**src/rtl/tc4_regs.vh**
```
// Register indices, field positions and reset values of timer/counter 4
`ifndef TC4_REGS_VH
`define TC4_REGS_VH
`define TC4_IDX_CTRL      8'h1b
`define TC4_IDX_PERIOD    8'h1d
`define TC4_IDX_DUTY      8'h1f
`define TC4_IDX_STATUS    8'h20
`define TC4_IDX_MASK      8'h21
`define TC4_IDX_OPTION    8'h22
`define TC4_IDX_COUNT     8'h23
`define TC4_RST_CTRL      8'h00
`define TC4_RST_PERIOD    8'hff
`define TC4_RST_DUTY      8'hff
`define TC4_RST_STATUS    2'h0
`define TC4_RST_MASK      2'h0
`define TC4_RST_OPTION    2'h0
`define TC4_CTRL_FF       7
`define TC4_CTRL_CK_HI    6
`define TC4_CTRL_CK_LO    4
`define TC4_CTRL_RUN      3
`define TC4_CTRL_MODE_HI  2
`define TC4_CTRL_MODE_LO  0
`define TC4_OPT_DIVLS     0
`define TC4_OPT_LOWSPEED  1
`define TC4_ST_MATCH      0
`define TC4_ST_OVF        1
`define TC4_CK_DIV2048    3'h0
`define TC4_CK_DIV128     3'h1
`define TC4_CK_DIV32      3'h2
`define TC4_CK_DIV8       3'h3
`define TC4_CK_LOWFREQ    3'h4
`define TC4_CK_DIV2       3'h5
`define TC4_CK_FULL       3'h6
`define TC4_CK_PIN        3'h7
`define TC4_MODE_TIMER8   3'h0
`define TC4_MODE_DIVOUT8  3'h1
`define TC4_MODE_PWM8     3'h2
`define TC4_MODE_RSVD     3'h3
`define TC4_MODE_TIMER16  3'h4
`define TC4_MODE_WARMUP   3'h5
`define TC4_MODE_PWM16    3'h6
`define TC4_PRE_BITS      11
`define TC4_LF_DIV_BITS   3
`endif

```
**src/rtl/tc4_ctrl.v**
```verilog
// Timer/counter 4 control, compare registers, counter and APB slave
//
// Contract
// - One control and two 8-bit compare registers, read/write, compares reset to ones.
// - Control holds flip-flop bit 7, clock 6:4, run 3, mode 2:0.
// - Flip-flop control 0 gives a cleared output, 1 a set output.
// - Clock codes pick prescaler taps, low clock or pin; low speed limits.
// - Run 0 halts and clears the counter; run 1 starts the selected mode.
// - Mode codes select timer, divider, PWM, 16-bit, warm-up, 16-bit PWM.
// - Mode top bit set: count the first timer overflow, ignore own clock.
// - 16-bit clock from first timer select; run and flip-flop from here.
//
// Decided for this implementation: the APB interface to the registers.
`timescale 1ns/1ps
`include "tc4_regs.vh"
module tc4_ctrl
(
   // Clock, reset, enable
   input  wire       I_REF_CLK,
   input  wire       I_RSTN,
   input  wire       I_CE,
   // APB slave
   input  wire       I_PSEL,
   input  wire       I_PENABLE,
   input  wire       I_PWRITE,
   input  wire [9:0] I_PADDR,
   input  wire [31:0] I_PWDATA,
   output wire       O_PREADY,
   output reg  [31:0] O_PRDATA,
   output wire       O_PSLVERR,
   // Asynchronous pins
   input  wire       I_LOW_FREQ_CLK,
   input  wire       I_COUNT_PIN,
   // First timer, same clock domain
   input  wire [2:0] I_FIRST_CLOCK_SELECT,
   input  wire       I_FIRST_OVERFLOW,
   input  wire [7:0] I_FIRST_COUNT,
   input  wire [7:0] I_FIRST_PERIOD,
   input  wire [7:0] I_FIRST_DUTY,
   output wire       O_CASCADE_TICK,
   output reg        O_FIRST_CLEAR,
   output wire       O_MODE16,
   // Timer output and interrupt
   output reg        O_TIMER_FF,
   output wire       O_IRQ
);
   reg  [7:0]  ctrl_q;
   reg  [7:0]  period_q;
   reg  [7:0]  duty_q;
   reg  [7:0]  cnt_q;
   reg  [1:0]  status_q;
   reg  [1:0]  mask_q;
   reg  [1:0]  option_q;
   reg  [1:0]  rd_snap_q;
   reg  [2:0]  lf_sync_q;
   reg  [2:0]  pin_sync_q;
   reg  [7:0]  cnt_d;
   reg         ff_d;
   reg         clr_first_d;
   reg  [1:0]  evt;
   reg  [31:0] rdata;
   reg         hit;
   wire [7:0]  idx;
   wire        aligned;
   wire        setup;
   wire        access;
   wire        wr;
   wire        run;
   wire        ffctl;
   wire [2:0]  mode;
   wire [2:0]  own_ck;
   wire        mode16;
   wire [2:0]  tick_code;
   wire        sel_tick;
   wire        own_tick;
   wire [15:0] cnt16;
   wire [15:0] period16;
   wire [15:0] duty16;

   // Field views of the control register
   assign ffctl  = ctrl_q[`TC4_CTRL_FF];
   assign own_ck = ctrl_q[`TC4_CTRL_CK_HI:`TC4_CTRL_CK_LO];
   assign run    = ctrl_q[`TC4_CTRL_RUN];
   assign mode   = ctrl_q[`TC4_CTRL_MODE_HI:`TC4_CTRL_MODE_LO];
   assign mode16 = mode[2];
   assign O_MODE16 = mode16;

   // Pairing of first timer as low byte and this unit as high byte
   assign cnt16    = {cnt_q, I_FIRST_COUNT};
   assign period16 = {period_q, I_FIRST_PERIOD};
   assign duty16   = {duty_q, I_FIRST_DUTY};

   // Pin synchronisers; only the later stages feed edge detection
   always @(posedge I_REF_CLK or negedge I_RSTN)
   begin
      if (!I_RSTN)
      begin
         lf_sync_q  <= 3'h0;
         pin_sync_q <= 3'h0;
      end
      else if (I_CE)
      begin
         lf_sync_q  <= {lf_sync_q[1:0], I_LOW_FREQ_CLK};
         pin_sync_q <= {pin_sync_q[1:0], I_COUNT_PIN};
      end
   end

   // Cascade takes the first timer clock code, else our own
   assign tick_code = mode16 ? I_FIRST_CLOCK_SELECT : own_ck;

   tc4_tick_sel u_tick_sel
   (
      .clk        (I_REF_CLK),
      .rst_n      (I_RSTN),
      .ce         (I_CE),
      .lf_edge    (lf_sync_q[1] & ~lf_sync_q[2]),
      .pin_edge   (pin_sync_q[1] & ~pin_sync_q[2]),
      .code       (tick_code),
      .div_ls_opt (option_q[`TC4_OPT_DIVLS]),
      .low_speed  (option_q[`TC4_OPT_LOWSPEED]),
      .tick       (sel_tick)
   );

   // Low byte ticks only while this unit runs the cascade
   assign O_CASCADE_TICK = mode16 & run & sel_tick;
   // Own clock ignored in 16-bit modes: first timer overflow drives us
   assign own_tick = mode16 ? I_FIRST_OVERFLOW : sel_tick;

   // Counting and flip-flop behaviour per mode
   always @*
   begin
      cnt_d       = cnt_q;
      ff_d        = O_TIMER_FF;
      clr_first_d = 1'b0;
      evt         = 2'h0;
      if (!run)
      begin
         cnt_d = 8'h00;
         ff_d  = ffctl;
      end
      else
      begin
         case (mode)
            `TC4_MODE_TIMER8, `TC4_MODE_DIVOUT8 :
            begin
               if (own_tick)
               begin
                  if (cnt_q == period_q)
                  begin
                     cnt_d = 8'h00;
                     evt[`TC4_ST_MATCH] = 1'b1;
                     if (mode == `TC4_MODE_DIVOUT8)
                        ff_d = ~O_TIMER_FF;
                  end
                  else
                     cnt_d = cnt_q + 8'h01;
               end
            end
            `TC4_MODE_PWM8 :
            begin
               if (own_tick)
               begin
                  cnt_d = cnt_q + 8'h01;
                  if (cnt_q == duty_q)
                  begin
                     ff_d = ~O_TIMER_FF;
                     evt[`TC4_ST_MATCH] = 1'b1;
                  end
                  if (cnt_q == 8'hff)
                  begin
                     ff_d = ffctl;
                     evt[`TC4_ST_OVF] = 1'b1;
                  end
               end
            end
            `TC4_MODE_TIMER16, `TC4_MODE_WARMUP :
            begin
               // Match checked on the low byte tick, both bytes cleared
               if (O_CASCADE_TICK && cnt16 == period16)
               begin
                  cnt_d       = 8'h00;
                  clr_first_d = 1'b1;
                  evt[`TC4_ST_MATCH] = 1'b1;
               end
               else if (own_tick)
                  cnt_d = cnt_q + 8'h01;
            end
            `TC4_MODE_PWM16 :
            begin
               if (own_tick)
                  cnt_d = cnt_q + 8'h01;
               if (O_CASCADE_TICK && cnt16 == duty16)
               begin
                  ff_d = ~O_TIMER_FF;
                  evt[`TC4_ST_MATCH] = 1'b1;
               end
               if (O_CASCADE_TICK && cnt16 == 16'hffff)
               begin
                  ff_d = ffctl;
                  evt[`TC4_ST_OVF] = 1'b1;
               end
            end
            default :
               cnt_d = 8'h00;
         endcase
      end
   end

   // Counter state
   always @(posedge I_REF_CLK or negedge I_RSTN)
   begin
      if (!I_RSTN)
      begin
         cnt_q         <= 8'h00;
         O_TIMER_FF    <= 1'b0;
         O_FIRST_CLEAR <= 1'b0;
      end
      else if (I_CE)
      begin
         cnt_q         <= cnt_d;
         O_TIMER_FF    <= ff_d;
         O_FIRST_CLEAR <= clr_first_d;
      end
   end

   // APB decode: register index is the word address
   assign idx     = I_PADDR[9:2];
   assign aligned = (I_PADDR[1:0] == 2'h0);
   assign setup   = I_PSEL & ~I_PENABLE;
   assign access  = I_PSEL & I_PENABLE;
   assign wr      = access & I_PWRITE & hit;
   assign O_PREADY  = 1'b1;
   assign O_PSLVERR = access & ~hit;

   // Read mux, also flags mapped addresses
   always @*
   begin
      rdata = 32'h0000_0000;
      hit   = aligned;
      case (idx)
         `TC4_IDX_CTRL   : rdata[7:0] = ctrl_q;
         `TC4_IDX_PERIOD : rdata[7:0] = period_q;
         `TC4_IDX_DUTY   : rdata[7:0] = duty_q;
         `TC4_IDX_STATUS : rdata[1:0] = status_q;
         `TC4_IDX_MASK   : rdata[1:0] = mask_q;
         `TC4_IDX_OPTION : rdata[1:0] = option_q;
         `TC4_IDX_COUNT  : rdata[7:0] = cnt_q;
         default         : hit = 1'b0;
      endcase
   end

   // Read data captured in setup so the access phase needs no wait state
   always @(posedge I_REF_CLK or negedge I_RSTN)
   begin
      if (!I_RSTN)
      begin
         O_PRDATA  <= 32'h0000_0000;
         rd_snap_q <= 2'h0;
      end
      else if (I_CE && setup)
      begin
         O_PRDATA  <= I_PWRITE ? 32'h0000_0000 : rdata;
         rd_snap_q <= (!I_PWRITE && hit && idx == `TC4_IDX_STATUS) ? status_q : 2'h0;
      end
   end

   // Register writes; no lockout while running, software keeps that discipline
   always @(posedge I_REF_CLK or negedge I_RSTN)
   begin
      if (!I_RSTN)
      begin
         ctrl_q   <= `TC4_RST_CTRL;
         period_q <= `TC4_RST_PERIOD;
         duty_q   <= `TC4_RST_DUTY;
         mask_q   <= `TC4_RST_MASK;
         option_q <= `TC4_RST_OPTION;
      end
      else if (I_CE && wr)
      begin
         case (idx)
            `TC4_IDX_CTRL   : ctrl_q   <= I_PWDATA[7:0];
            `TC4_IDX_PERIOD : period_q <= I_PWDATA[7:0];
            `TC4_IDX_DUTY   : duty_q   <= I_PWDATA[7:0];
            `TC4_IDX_MASK   : mask_q   <= I_PWDATA[1:0];
            `TC4_IDX_OPTION : option_q <= I_PWDATA[1:0];
            default         : ctrl_q   <= ctrl_q;
         endcase
      end
   end

   // Sticky events; read clears only the bits seen, a new event wins
   always @(posedge I_REF_CLK or negedge I_RSTN)
   begin
      if (!I_RSTN)
         status_q <= `TC4_RST_STATUS;
      else if (I_CE)
      begin
         if (access && !I_PWRITE)
            status_q <= (status_q & ~rd_snap_q) | evt;
         else
            status_q <= status_q | evt;
      end
   end

   assign O_IRQ = |(status_q & mask_q);
endmodule

```
**src/rtl/tc4_tick_sel.v**
```verilog
// Prescaler and count clock selection for timer/counter 4
`timescale 1ns/1ps
`include "tc4_regs.vh"
module tc4_tick_sel
(
   // Clock and reset
   input  wire       clk,
   input  wire       rst_n,
   input  wire       ce,
   // Sources, already synchronised edges
   input  wire       lf_edge,
   input  wire       pin_edge,
   // Selection
   input  wire [2:0] code,
   input  wire       div_ls_opt,
   input  wire       low_speed,
   // Selected count tick
   output reg        tick
);
   reg  [`TC4_PRE_BITS-1:0]    pre_q;
   reg  [`TC4_LF_DIV_BITS-1:0] lf_div_q;
   wire                        lf_div8;
   wire                        slow_tap;

   // Free prescaler on the high-frequency clock, and divide-by-8 of low-frequency edges
   always @(posedge clk or negedge rst_n)
   begin
      if (!rst_n)
      begin
         pre_q    <= {`TC4_PRE_BITS{1'b0}};
         lf_div_q <= {`TC4_LF_DIV_BITS{1'b0}};
      end
      else if (ce)
      begin
         pre_q <= pre_q + 1'b1;
         if (lf_edge)
            lf_div_q <= lf_div_q + 1'b1;
      end
   end

   assign lf_div8  = lf_edge & (&lf_div_q);
   assign slow_tap = div_ls_opt | low_speed;

   // Tap select; low-speed operation leaves only three codes alive
   always @*
   begin
      tick = 1'b0;
      case (code)
         `TC4_CK_DIV2048 : tick = slow_tap ? lf_div8 : (&pre_q[10:0]);
         `TC4_CK_DIV128  : tick = ~low_speed & (&pre_q[6:0]);
         `TC4_CK_DIV32   : tick = ~low_speed & (&pre_q[4:0]);
         `TC4_CK_DIV8    : tick = ~low_speed & (&pre_q[2:0]);
         `TC4_CK_LOWFREQ : tick = lf_edge;
         `TC4_CK_DIV2    : tick = ~low_speed & pre_q[0];
         `TC4_CK_FULL    : tick = ~low_speed;
         `TC4_CK_PIN     : tick = pin_edge;
         default         : tick = 1'b0;
      endcase
   end
endmodule

```
**config.mk**
```make
export PLATFORM = sky130hd
export DESIGN_NAME = tc4_ctrl
export DESIGN_NICKNAME = d
export VERILOG_FILES = /design/src/rtl/tc4_ctrl.v /design/src/rtl/tc4_tick_sel.v
export VERILOG_INCLUDE_DIRS = /design/src /design/src/rtl
export SDC_FILE = /design/constraint.sdc
export NUM_CORES = 1
export LEC_CHECK = 0
export BUFFER_PORTS_ARGS = -buffer_cell sky130_fd_sc_hd__buf_2
export CORE_MARGIN = 4
export CORE_UTILIZATION = 58
export DETAILED_ROUTE_END_ITERATION = 12
export HOLD_SLACK_MARGIN = 0.02
export PLACE_DENSITY = 0.92
export SLEW_MARGIN = 20
export SYNTH_ARGS = -nofsm -noshare
export SYNTH_HDL_FRONTEND = slang
export SYNTH_SLANG_ARGS = --single-unit
```
**constraint.sdc**
```tcl
create_clock -name I_REF_CLK -period 5.53 [get_ports I_REF_CLK]
set_input_delay 0.8295 -clock I_REF_CLK [delete_from_list [all_inputs] [get_ports I_REF_CLK]]
set_output_delay 0.8295 -clock I_REF_CLK [all_outputs]
set_load 0.05 [all_outputs]
```
* Yosys cells after proc, flatten, opt, wreduce, memory -nomap -nowiden *
Cells that the tools add are included.

word-level totals
  logic and storage cells = 145
  output and inout bits = 39
  bits in registers = 94

cells by class
  reduce and logical (&&, ||, !) cells = 30
  bitwise gates (word level) = 26
  add/sub/neg operators = 3
  multiplexer cells = 39
  equal/unequal tests = 32

operator list
  kind                     count
  $mux W8                  6
  $eq A16 B16 Y1           2
  $eq A8 B6 Y1 const B     4
  $eq A8 B5 Y1 const B     3
  $pmux W6 S4              1
  $pmux W8 S3              1
  $eq A3 B3 Y1 const B     7
  $mux W1                  21
  $eq A16 B16 Y1 const B   1
  $eq A8 B8 Y1             2
  $and A1 B1 Y1            14
  $pmux W2 S7              1
  $reduce_and A2 Y1        7
  $ne A3 B3 Y1 const B     4
  $add A11 B1 Y11 const B  1
  $reduce_and A11 Y1       1
  $eq A3 B2 Y1 const B     3
  $add A8 B1 Y8 const B    1
  $eq A8 B8 Y1 const B     1
  $logic_and A1 B1 Y1      8
  $mux W2                  4
  $ne A4 B4 Y1 const B     2
  $pmux W1 S8              1
  $reduce_and A8 Y1        1
  other kinds (20)         33

* Depth between registers and ports, before layout *
Gate-level depths: netlist (run 1).

  word-level depth = 12
  gate-level depth with buffers = 11
  gate-level depth less buffers = 10

* Modules after synthesis *
Synthesis (run 1) repeated with hierarchy kept, for this count alone.

second synthesis, totals
  cell total of the unflattened synthesis = 448
  area total of the unflattened synthesis = 4453.0 um^2

modules (own cells, without submodules)
  module        instances  seq. area each (um^2)  cells each  area each (um^2)
  tc4_ctrl      1          1421.4                 381         3693.5
  tc4_tick_sel  1          350.3                  67          759.5

* Worst setup path before layout (run 1) *
Ideal clock, no wire load.

  path type = input to output
  start = in I_FIRST_CLOCK_SELECT[1]
  end = out O_CASCADE_TICK
  required time = 4.701 ns
  buffers on the path = 0
  slack = 2.240 ns
  data arrival time = 2.460 ns
  stages on the path = 6
  cell sequence = and2_1 a32oi_1 a21oi_1 o32a_1 a21o_1 nor2_1

between the ends
  longest elaborated chain between the ends = 4
  elaborated cells on any way between the ends = 11
  those cells by class = eq/ne: 7; mux: 2; bitwise: 1; reduce/logical: 1

ends and longest elaborated chain
  item                                  line               text
  from (decl)                           tc4_ctrl.v:35      input wire [2:0] I_FIRST_CLOCK_SELECT,
  $mux W3 *                             tc4_ctrl.v:109     assign tick_code = mode16 ? I_FIRST_CLOCK_SELECT : own_ck;
  $eq A3 B3 Y1 (tied with other cells)  tc4_tick_sel.v:48  case (code)
  $pmux W1 S8 *                         tc4_tick_sel.v:48
  $and A1 B1 Y1 *                       tc4_ctrl.v:125     assign O_CASCADE_TICK = mode16 & run & sel_tick;
  to (decl)                             tc4_ctrl.v:40      output wire O_CASCADE_TICK,

Mark *: on every way between the ends. The rest lies on a longest branch, timed or not.

* Worst setup path in the final report (run 1) *
  start = reg ctrl_q[2]
  end = out O_CASCADE_TICK

between the ends
  longest elaborated chain between the ends = 4
  elaborated cells on any way between the ends = 12
  those cells by class = eq/ne: 7; mux: 2; bitwise: 2; reduce/logical: 1

ends and longest elaborated chain
  item                                  line               text
  from (decl)                           tc4_ctrl.v:47      reg [7:0] ctrl_q;
  from (signal assigned)                tc4_ctrl.v:272     ctrl_q <= `TC4_RST_CTRL;
  from (signal assigned)                tc4_ctrl.v:281     `TC4_IDX_CTRL : ctrl_q <= I_PWDATA[7:0];
  from (signal assigned)                tc4_ctrl.v:286     default : ctrl_q <= ctrl_q;
  $mux W3                               tc4_ctrl.v:109
  $eq A3 B3 Y1 (tied with other cells)  tc4_tick_sel.v:48
  $pmux W1 S8                           tc4_tick_sel.v:48
  $and A1 B1 Y1 *                       tc4_ctrl.v:125

Marks and branches as above.

==> results of run 1 <==
sequential cells by signal (all words and copies together), names as in the netlist, 2 cells and up:
| signal | flops |
|---|---|
| rd_snap_q | 2 |
| cnt_q | 8 |
| mask_q | 2 |
| u_tick_sel.pre_q | 11 |
| ctrl_q | 8 |
| pin_sync_q | 3 |
| duty_q | 8 |
| O_PRDATA | 8 |
| period_q | 8 |
| u_tick_sel.lf_div_q | 3 |
| lf_sync_q | 3 |
| option_q | 2 |
| status_q | 2 |
through the flow:
| step | utilization, % | setup WS [ns] |
|---|---|---|
| after floorplan | - | 2.24 |
| after global placement | 63.9 | 2.04 |
| after detailed placement | 63.9 | 1.98 |
| after CTS | 67.4 | 1.83 |
| after global routing | 67.4 | 1.59 |
| final | 67.4 | 1.77 |
kinds of logic (layout without fill, tap and decap cells):
kind of cell | Yosys count | in the layout
buf+inv | 64 | 101
xor+xnor | 41 | 41
fa+ha+maj | 6 | 6
mux | 53 | 53
simple gates | 117 | 117
compound gates | 85 | 85
other cells | 2 | 25
flops | 70 | 70
report_power, final:
part	total, W	switching [W]	internal, W	leakage (nW)
Sequential	0.000592	0.0000366	0.000555	0.888
Clock	0.000523	0.000199	0.000324	0.122
Combinational	0.000193	0.000116	0.0000771	1.19
worst max path at each step:
stage / slack [ns] / to / depth (start not counted) / start
after CTS: 1.83 / O_CASCADE_TICK / 7 / ctrl_q[2]
after global routing: 1.59 / O_CASCADE_TICK / 7 / ctrl_q[2]
final: 1.77 / O_CASCADE_TICK / 7 / ctrl_q[2]
after detailed placement: 1.98 / ctrl_q[0] / 8 / I_PADDR[9]
after global placement: 2.04 / ctrl_q[1] / 8 / I_PADDR[9]
after floorplan: 2.24 / O_CASCADE_TICK / 6 / I_FIRST_CLOCK_SELECT[1]
area by class of cell:
cell class | count | area (um^2)
tap | 99 | 124
clock inverter | 5 | 105
multi-input combinational | 327 | 2380
timing repair buffer | 68 | 343
clock buffer | 11 | 151
fill | 544 | 2390
sequential | 70 | 1770
inverter | 17 | 63.8
worst reg2reg max path: stages (launching register included):
cell and delay, ns:
dfrtp_1 0.85, inv_2 0.29, a32oi_1 0.26, a21oi_1 0.07, o32a_1 0.42, a2111o_1 0.49, nand4_1 0.30, o21ai_1 0.13
mux2_2 0.29
cells in the mapped netlist (4+ instances only):
library cell,instances
nand4_1,13
ha_1,6
a2111oi_0,7
nor2_1,23
nor3_1,9
nor4_1,6
xor2_1,20
xnor2_1,21
o22a_1,6
dfrtp_1,54
o21ai_0,7
nand3_1,16
dfstp_2,16
and3_1,4
mux2i_1,4
a41oi_1,4
mux2_1,8
o22ai_1,8
nand2_1,30
clkbuf_1,17
a22o_1,13
a22oi_1,10
buf_4,25
mux2_2,39
inv_1,16
a21oi_1,8
per-layer routing:
metal	GRT usage, %	vias up
met4	12.4	0
met2	41.1	200
met3	6.71	39
met1	31.2	1757
li1	-	1664
met5	0	-
==> results.json, run 1 <==
{
  "rrSetupSlack_ns": 2.31,
  "first_global_vias": 3553,
  "cts-root-buf": "clkbuf_8",
  "vias": 3660,
  "clock-sinks": 70,
  "power.leakage_nw": 2.20,
  "ant_nets": 0,
  "wl_met1_um": 4190,
  "dpl.cell_count": 581,
  "synth_top_cell_by_area": "dfrtp_1",
  "grt_max_degree": 71,
  "fp-row-count": 31,
  "crit_arrival_ns": 2.93,
  "yosysTopAreaCellShare_pct": 30.6,
  "postCtsSetupBuffers": 0,
  "fin_cells": 597,
  "coreArea_um2": 7330,
  "syn_area_um2": 4420,
  "wl_met2_um": 5400,
  "hold_violations": 0,
  "synth_edf_count": 0,
  "ir_worst_vdd_uv": 198,
  "wl_per_cell_um": 18.2,
  "synthAdderAreaFrac_pct": 1.70,
  "final_cell_mix": "buf_2 (67), dfrtp_1 (54), mux2_2 (39)",
  "clk_path_buf_depth": 2,
  "synth_ff_type": "dfrtp_1",
  "fin_crit_ns": 3.76,
  "required_ns": 4.70,
  "drc": 0,
  "rsz0062_at_grt": "no",
  "port_buffers": 67,
  "fmax_ghz": 0.266,
  "die_h_um": 95.3,
  "power_w": 0.00131,
  "dieArea_um2": 9080,
  "finalNetCount": 577,
  "start_kind": "flop",
  "cts_buffers": 9,
  "yosys_warnings": 0,
  "p_per_area_nw_per_um2": 265,
  "whs_endpoint": "u_tick_sel.pre_q[10]",
  "critPathMaxFanout": 22,
  "finalInstanceArea_um2": 4940,
  "hold_buffers": 0,
  "drv_cap": 0,
  "postCtsResizedCells": 0,
  "min_from": "u_tick_sel.pre_q[10]",
  "wirelength_um": 10800,
  "worstSetupPathType": "reg2out",
  "r2r_start": "ctrl_q[2]",
  "drtPass1Iterations": 7,
  "critPathBufInv": 2,
  "worstRegToRegCells": 8,
  "path_delay_family": "compound AO/OA/AOI/OAI gates",
  "holdWs_ns": 0.476,
  "grt_pass1_wl_um": 17300,
  "drive_gt1_share_pct": 29.7,
  "drtIter0Drc": 282,
  "synthXorXnorAreaFrac_pct": 8.13,
  "grt_overflow": 0,
  "avgSynthCellArea_um2": 10.1,
  "reg2reg_to": "cnt_q[0]",
  "setup_tns_ns": 0,
  "max_slew_margin_pct": 42.9,
  "setup_viol": 0,
  "crit_chain": "inv_2 -> a32oi_1 -> a21oi_1 -> o32a_1 -> a21o_1 -> nor2_1 -> buf_2",
  "cp_slowest_cell": "dfrtp_1",
  "hp-class": "reg2reg",
  "placed_area_um2": 4680,
  "insertion_delay_ns": 0.36,
  "skew_ns": 0.00853,
  "gp_congestion": 0.846,
  "worst_pin_slew_ns": 0.857,
  "diodes": 0,
  "crit_path_end_kind": "primary output",
  "cts_tree": "done",
  "path_clk_slew_ns": 0.08,
  "antenna_found_initial": 0,
  "synthMuxAreaShare_pct": 13.9,
  "critPathMaxStageDelay_ns": 0.85,
  "ys_types": 56,
  "synth-compound-area-share_pct": 14.8,
  "finalCritPeriodShare_pct": 68.0,
  "synth_area_leaders": "dfrtp_1 (31%), mux2_2 (9.9%), dfstp_2 (9.5%)",
  "synthSimpleGateAreaFrac_pct": 13.3,
  "synth_top_family_by_area": "compound AO/OA/AOI/OAI gates",
  "async_reset_ff_share_pct": 100,
  "cts_max_level": 3,
  "syn2layout_area_growth_pct": 11.9,
  "whs_path_depth": 1,
  "highest_layer": "met4",
  "run_status": "complete, no violations",
  "num_io_pins": 117,
  "grt_usage_pct": 25.3,
  "wl_met3_um": 856,
  "avgViaCountPerCell": 6.13,
  "die_x_um": 95.3,
  "synth_cells": 438,
  "place_hpwl_um": 7890,
  "layout_commonest_cell": "buf_2",
  "start_util_pct": 60.2,
  "yosysSeqAreaShare_pct": 40.1,
  "drv_slew": 0,
  "yosys_register_bits": 70
}
No activity file was read; power rests on OpenSTA's default activity.
==> inputs of run 2 (changes only) <==
--- a/config.mk
+++ b/config.mk
@@ -8,10 +8,10 @@
 export LEC_CHECK = 0
 export BUFFER_PORTS_ARGS = -buffer_cell sky130_fd_sc_hd__buf_2
 export CORE_MARGIN = 4
-export CORE_UTILIZATION = 58
+export CORE_UTILIZATION = 48
 export DETAILED_ROUTE_END_ITERATION = 12
 export HOLD_SLACK_MARGIN = 0.02
-export PLACE_DENSITY = 0.92
+export PLACE_DENSITY = 0.82
 export SLEW_MARGIN = 20
 export SYNTH_ARGS = -nofsm -noshare
 export SYNTH_HDL_FRONTEND = slang
==> constraint.sdc (replaced) <==
create_clock -name I_REF_CLK -period 3.21 [get_ports I_REF_CLK]
set_input_delay 0.4815 -clock I_REF_CLK [delete_from_list [all_inputs] [get_ports I_REF_CLK]]
set_output_delay 0.4815 -clock I_REF_CLK [all_outputs]
set_load 0.05 [all_outputs]
==> results.json, run 2 (synthesis results as in run 1) <==
{
  "run_status": "complete, no violations",
  "port_buffers": 67,
  "layout_commonest_cell": "buf_2",
  "cts-root-buf": "clkbuf_8",
  "gp_congestion": 0.870,
  "drv_cap": 0,
  "top_register": "u_tick_sel.pre_q",
  "final_cell_mix": "buf_2 (66), dfrtp_1 (54), mux2_2 (39)",
  "ir_worst_vdd_uv": 331,
  "antenna_found_initial": 0,
  "syn2layout_area_growth_pct": 12.0,
  "crit_arrival_ns": 2.47,
  "cts_max_level": 3,
  "dieArea_um2": 10800,
  "diodes": 0,
  "power_w": 0.00201,
  "hp-class": "in2async",
  "drtPass1Iterations": 7,
  "wirelength_um": 10300,
  "cts_buffers": 9,
  "die_x_um": 104,
  "clock-sinks": 70,
  "vias": 3593,
  "critPathMaxFanout": 7,
  "first_global_vias": 3479,
  "die_h_um": 104,
  "fin_util_pct": 55.9,
  "insertion_delay_ns": 0.34,
  "setup_viol": 0,
  "place_hpwl_um": 7920,
  "clk_path_buf_depth": 2,
  "worst_pin_slew_ns": 0.871,
  "worstRegToRegCells": 10,
  "holdWs_ns": 0.313,
  "drv_slew": 0,
  "fp-row-count": 34,
  "crit_path_end_kind": "primary output",
  "start_kind": "flop",
  "required_ns": 2.73,
  "p_per_area_nw_per_um2": 406,
  "worstSetupPathType": "reg2out",
  "drtIter0Drc": 285,
  "fin_crit_ns": 2.96,
  "finalCritPeriodShare_pct": 92.1,
  "drive_gt1_share_pct": 31.0,
  "hold_violations": 0,
  "drc": 0,
  "power.leakage_nw": 2.20,
  "cts_tree": "done",
  "skew_ns": 0.0112,
  "setup_tns_ns": 0,
  "grt_pass1_wl_um": 16900,
  "fin_cells": 614,
  "grt_overflow": 0,
  "wl_per_cell_um": 16.7,
  "grt_usage_pct": 18.9,
  "fmax_ghz": 0.338,
  "avgViaCountPerCell": 5.85,
  "ant_nets": 0,
  "path_clk_slew_ns": 0.08,
  "start_util_pct": 49.9,
  "max_slew_margin_pct": 42.0,
  "rsz0062_at_grt": "no",
  "finalNetCount": 585,
  "coreArea_um2": 8850,
  "dpl.cell_count": 597,
  "grt_max_degree": 71,
  "num_io_pins": 117,
  "largest_reg_flops": 11
}
-- run 2: cell count changes in the layout (fill, tap and decap cells not counted), sizes merged --
cell    delta
clkbuf     +1
buf        +7
clkinv     +3
bufinv     -3
-- run 2: layout make-up --
type,instances,area (um^2)
clock buffers,11,151
clock inverters,5,33.8
fillers,739,3900
inverters,17,63.8
multi-input cells,327,2380
flip-flops and latches,70,1770
well taps,108,135
repair buffers,76,405
-- run 2: power breakdown --
group,internal [W],switching [W],leakage (nW)
combinational,0.000141,0.000206,1.22
clock,0.000321,0.000326,0.0913
sequential,0.000957,0.0000556,0.888
-- run 2: layer usage --
| metal | vias to the layer above | global-route usage, % | wire [um] |
|---|---|---|---|
| li1 | 1685 | - | - |
| met1 | 1738 | 24.2 | 4190 |
| met2 | 151 | 31.9 | 5180 |
| met3 | 19 | 4.16 | 710 |
| met4 | 0 | 5.98 | 197 |
| met5 | - | 0 | 0 |
-- run 2: stage by stage --
stage | setup WS (ns) | cell area [um^2]
after detailed placement | 0.356 | 4750
after global routing | 0.0782 | 4940
after global placement | 0.421 | 4750
after CTS | 0.111 | 4930
final | 0.255 | 4940
after floorplan | 0.271 | 4500
-- run 2: worst max-delay path: stages, from the launching register on --
cell and delay [ns]:
dfrtp_1 0.37, ha_1 0.19, ha_1 0.18, nand2_1 0.06, a32oi_1 0.22, a21oi_1 0.06, o32a_1 0.40, a21o_2 0.29
nor2_1 0.11, clkbuf_4 0.24
-- run 2: final timing paths --
kind | startpoint | endpoint | slack, ns
max | u_tick_sel.pre_q[1] | O_CASCADE_TICK | 0.25
min | I_RSTN | cnt_q[7] | 0.31
max reg2reg | u_tick_sel.pre_q[1] | cnt_q[0] | 0.38
min reg2reg | u_tick_sel.pre_q[6] | u_tick_sel.pre_q[6] | 0.48
max in group asynchronous | I_RSTN | lf_sync_q[2] | 2.30
min in group I_REF_CLK | I_COUNT_PIN | pin_sync_q[0] | 0.37
-- run 2: what timing repair did --
item                       4_1_cts  5_1_grt
hold buffers                     0        0
resized for setup                0        2
setup buffers                    0        1
setup endpoints to repair        0        1
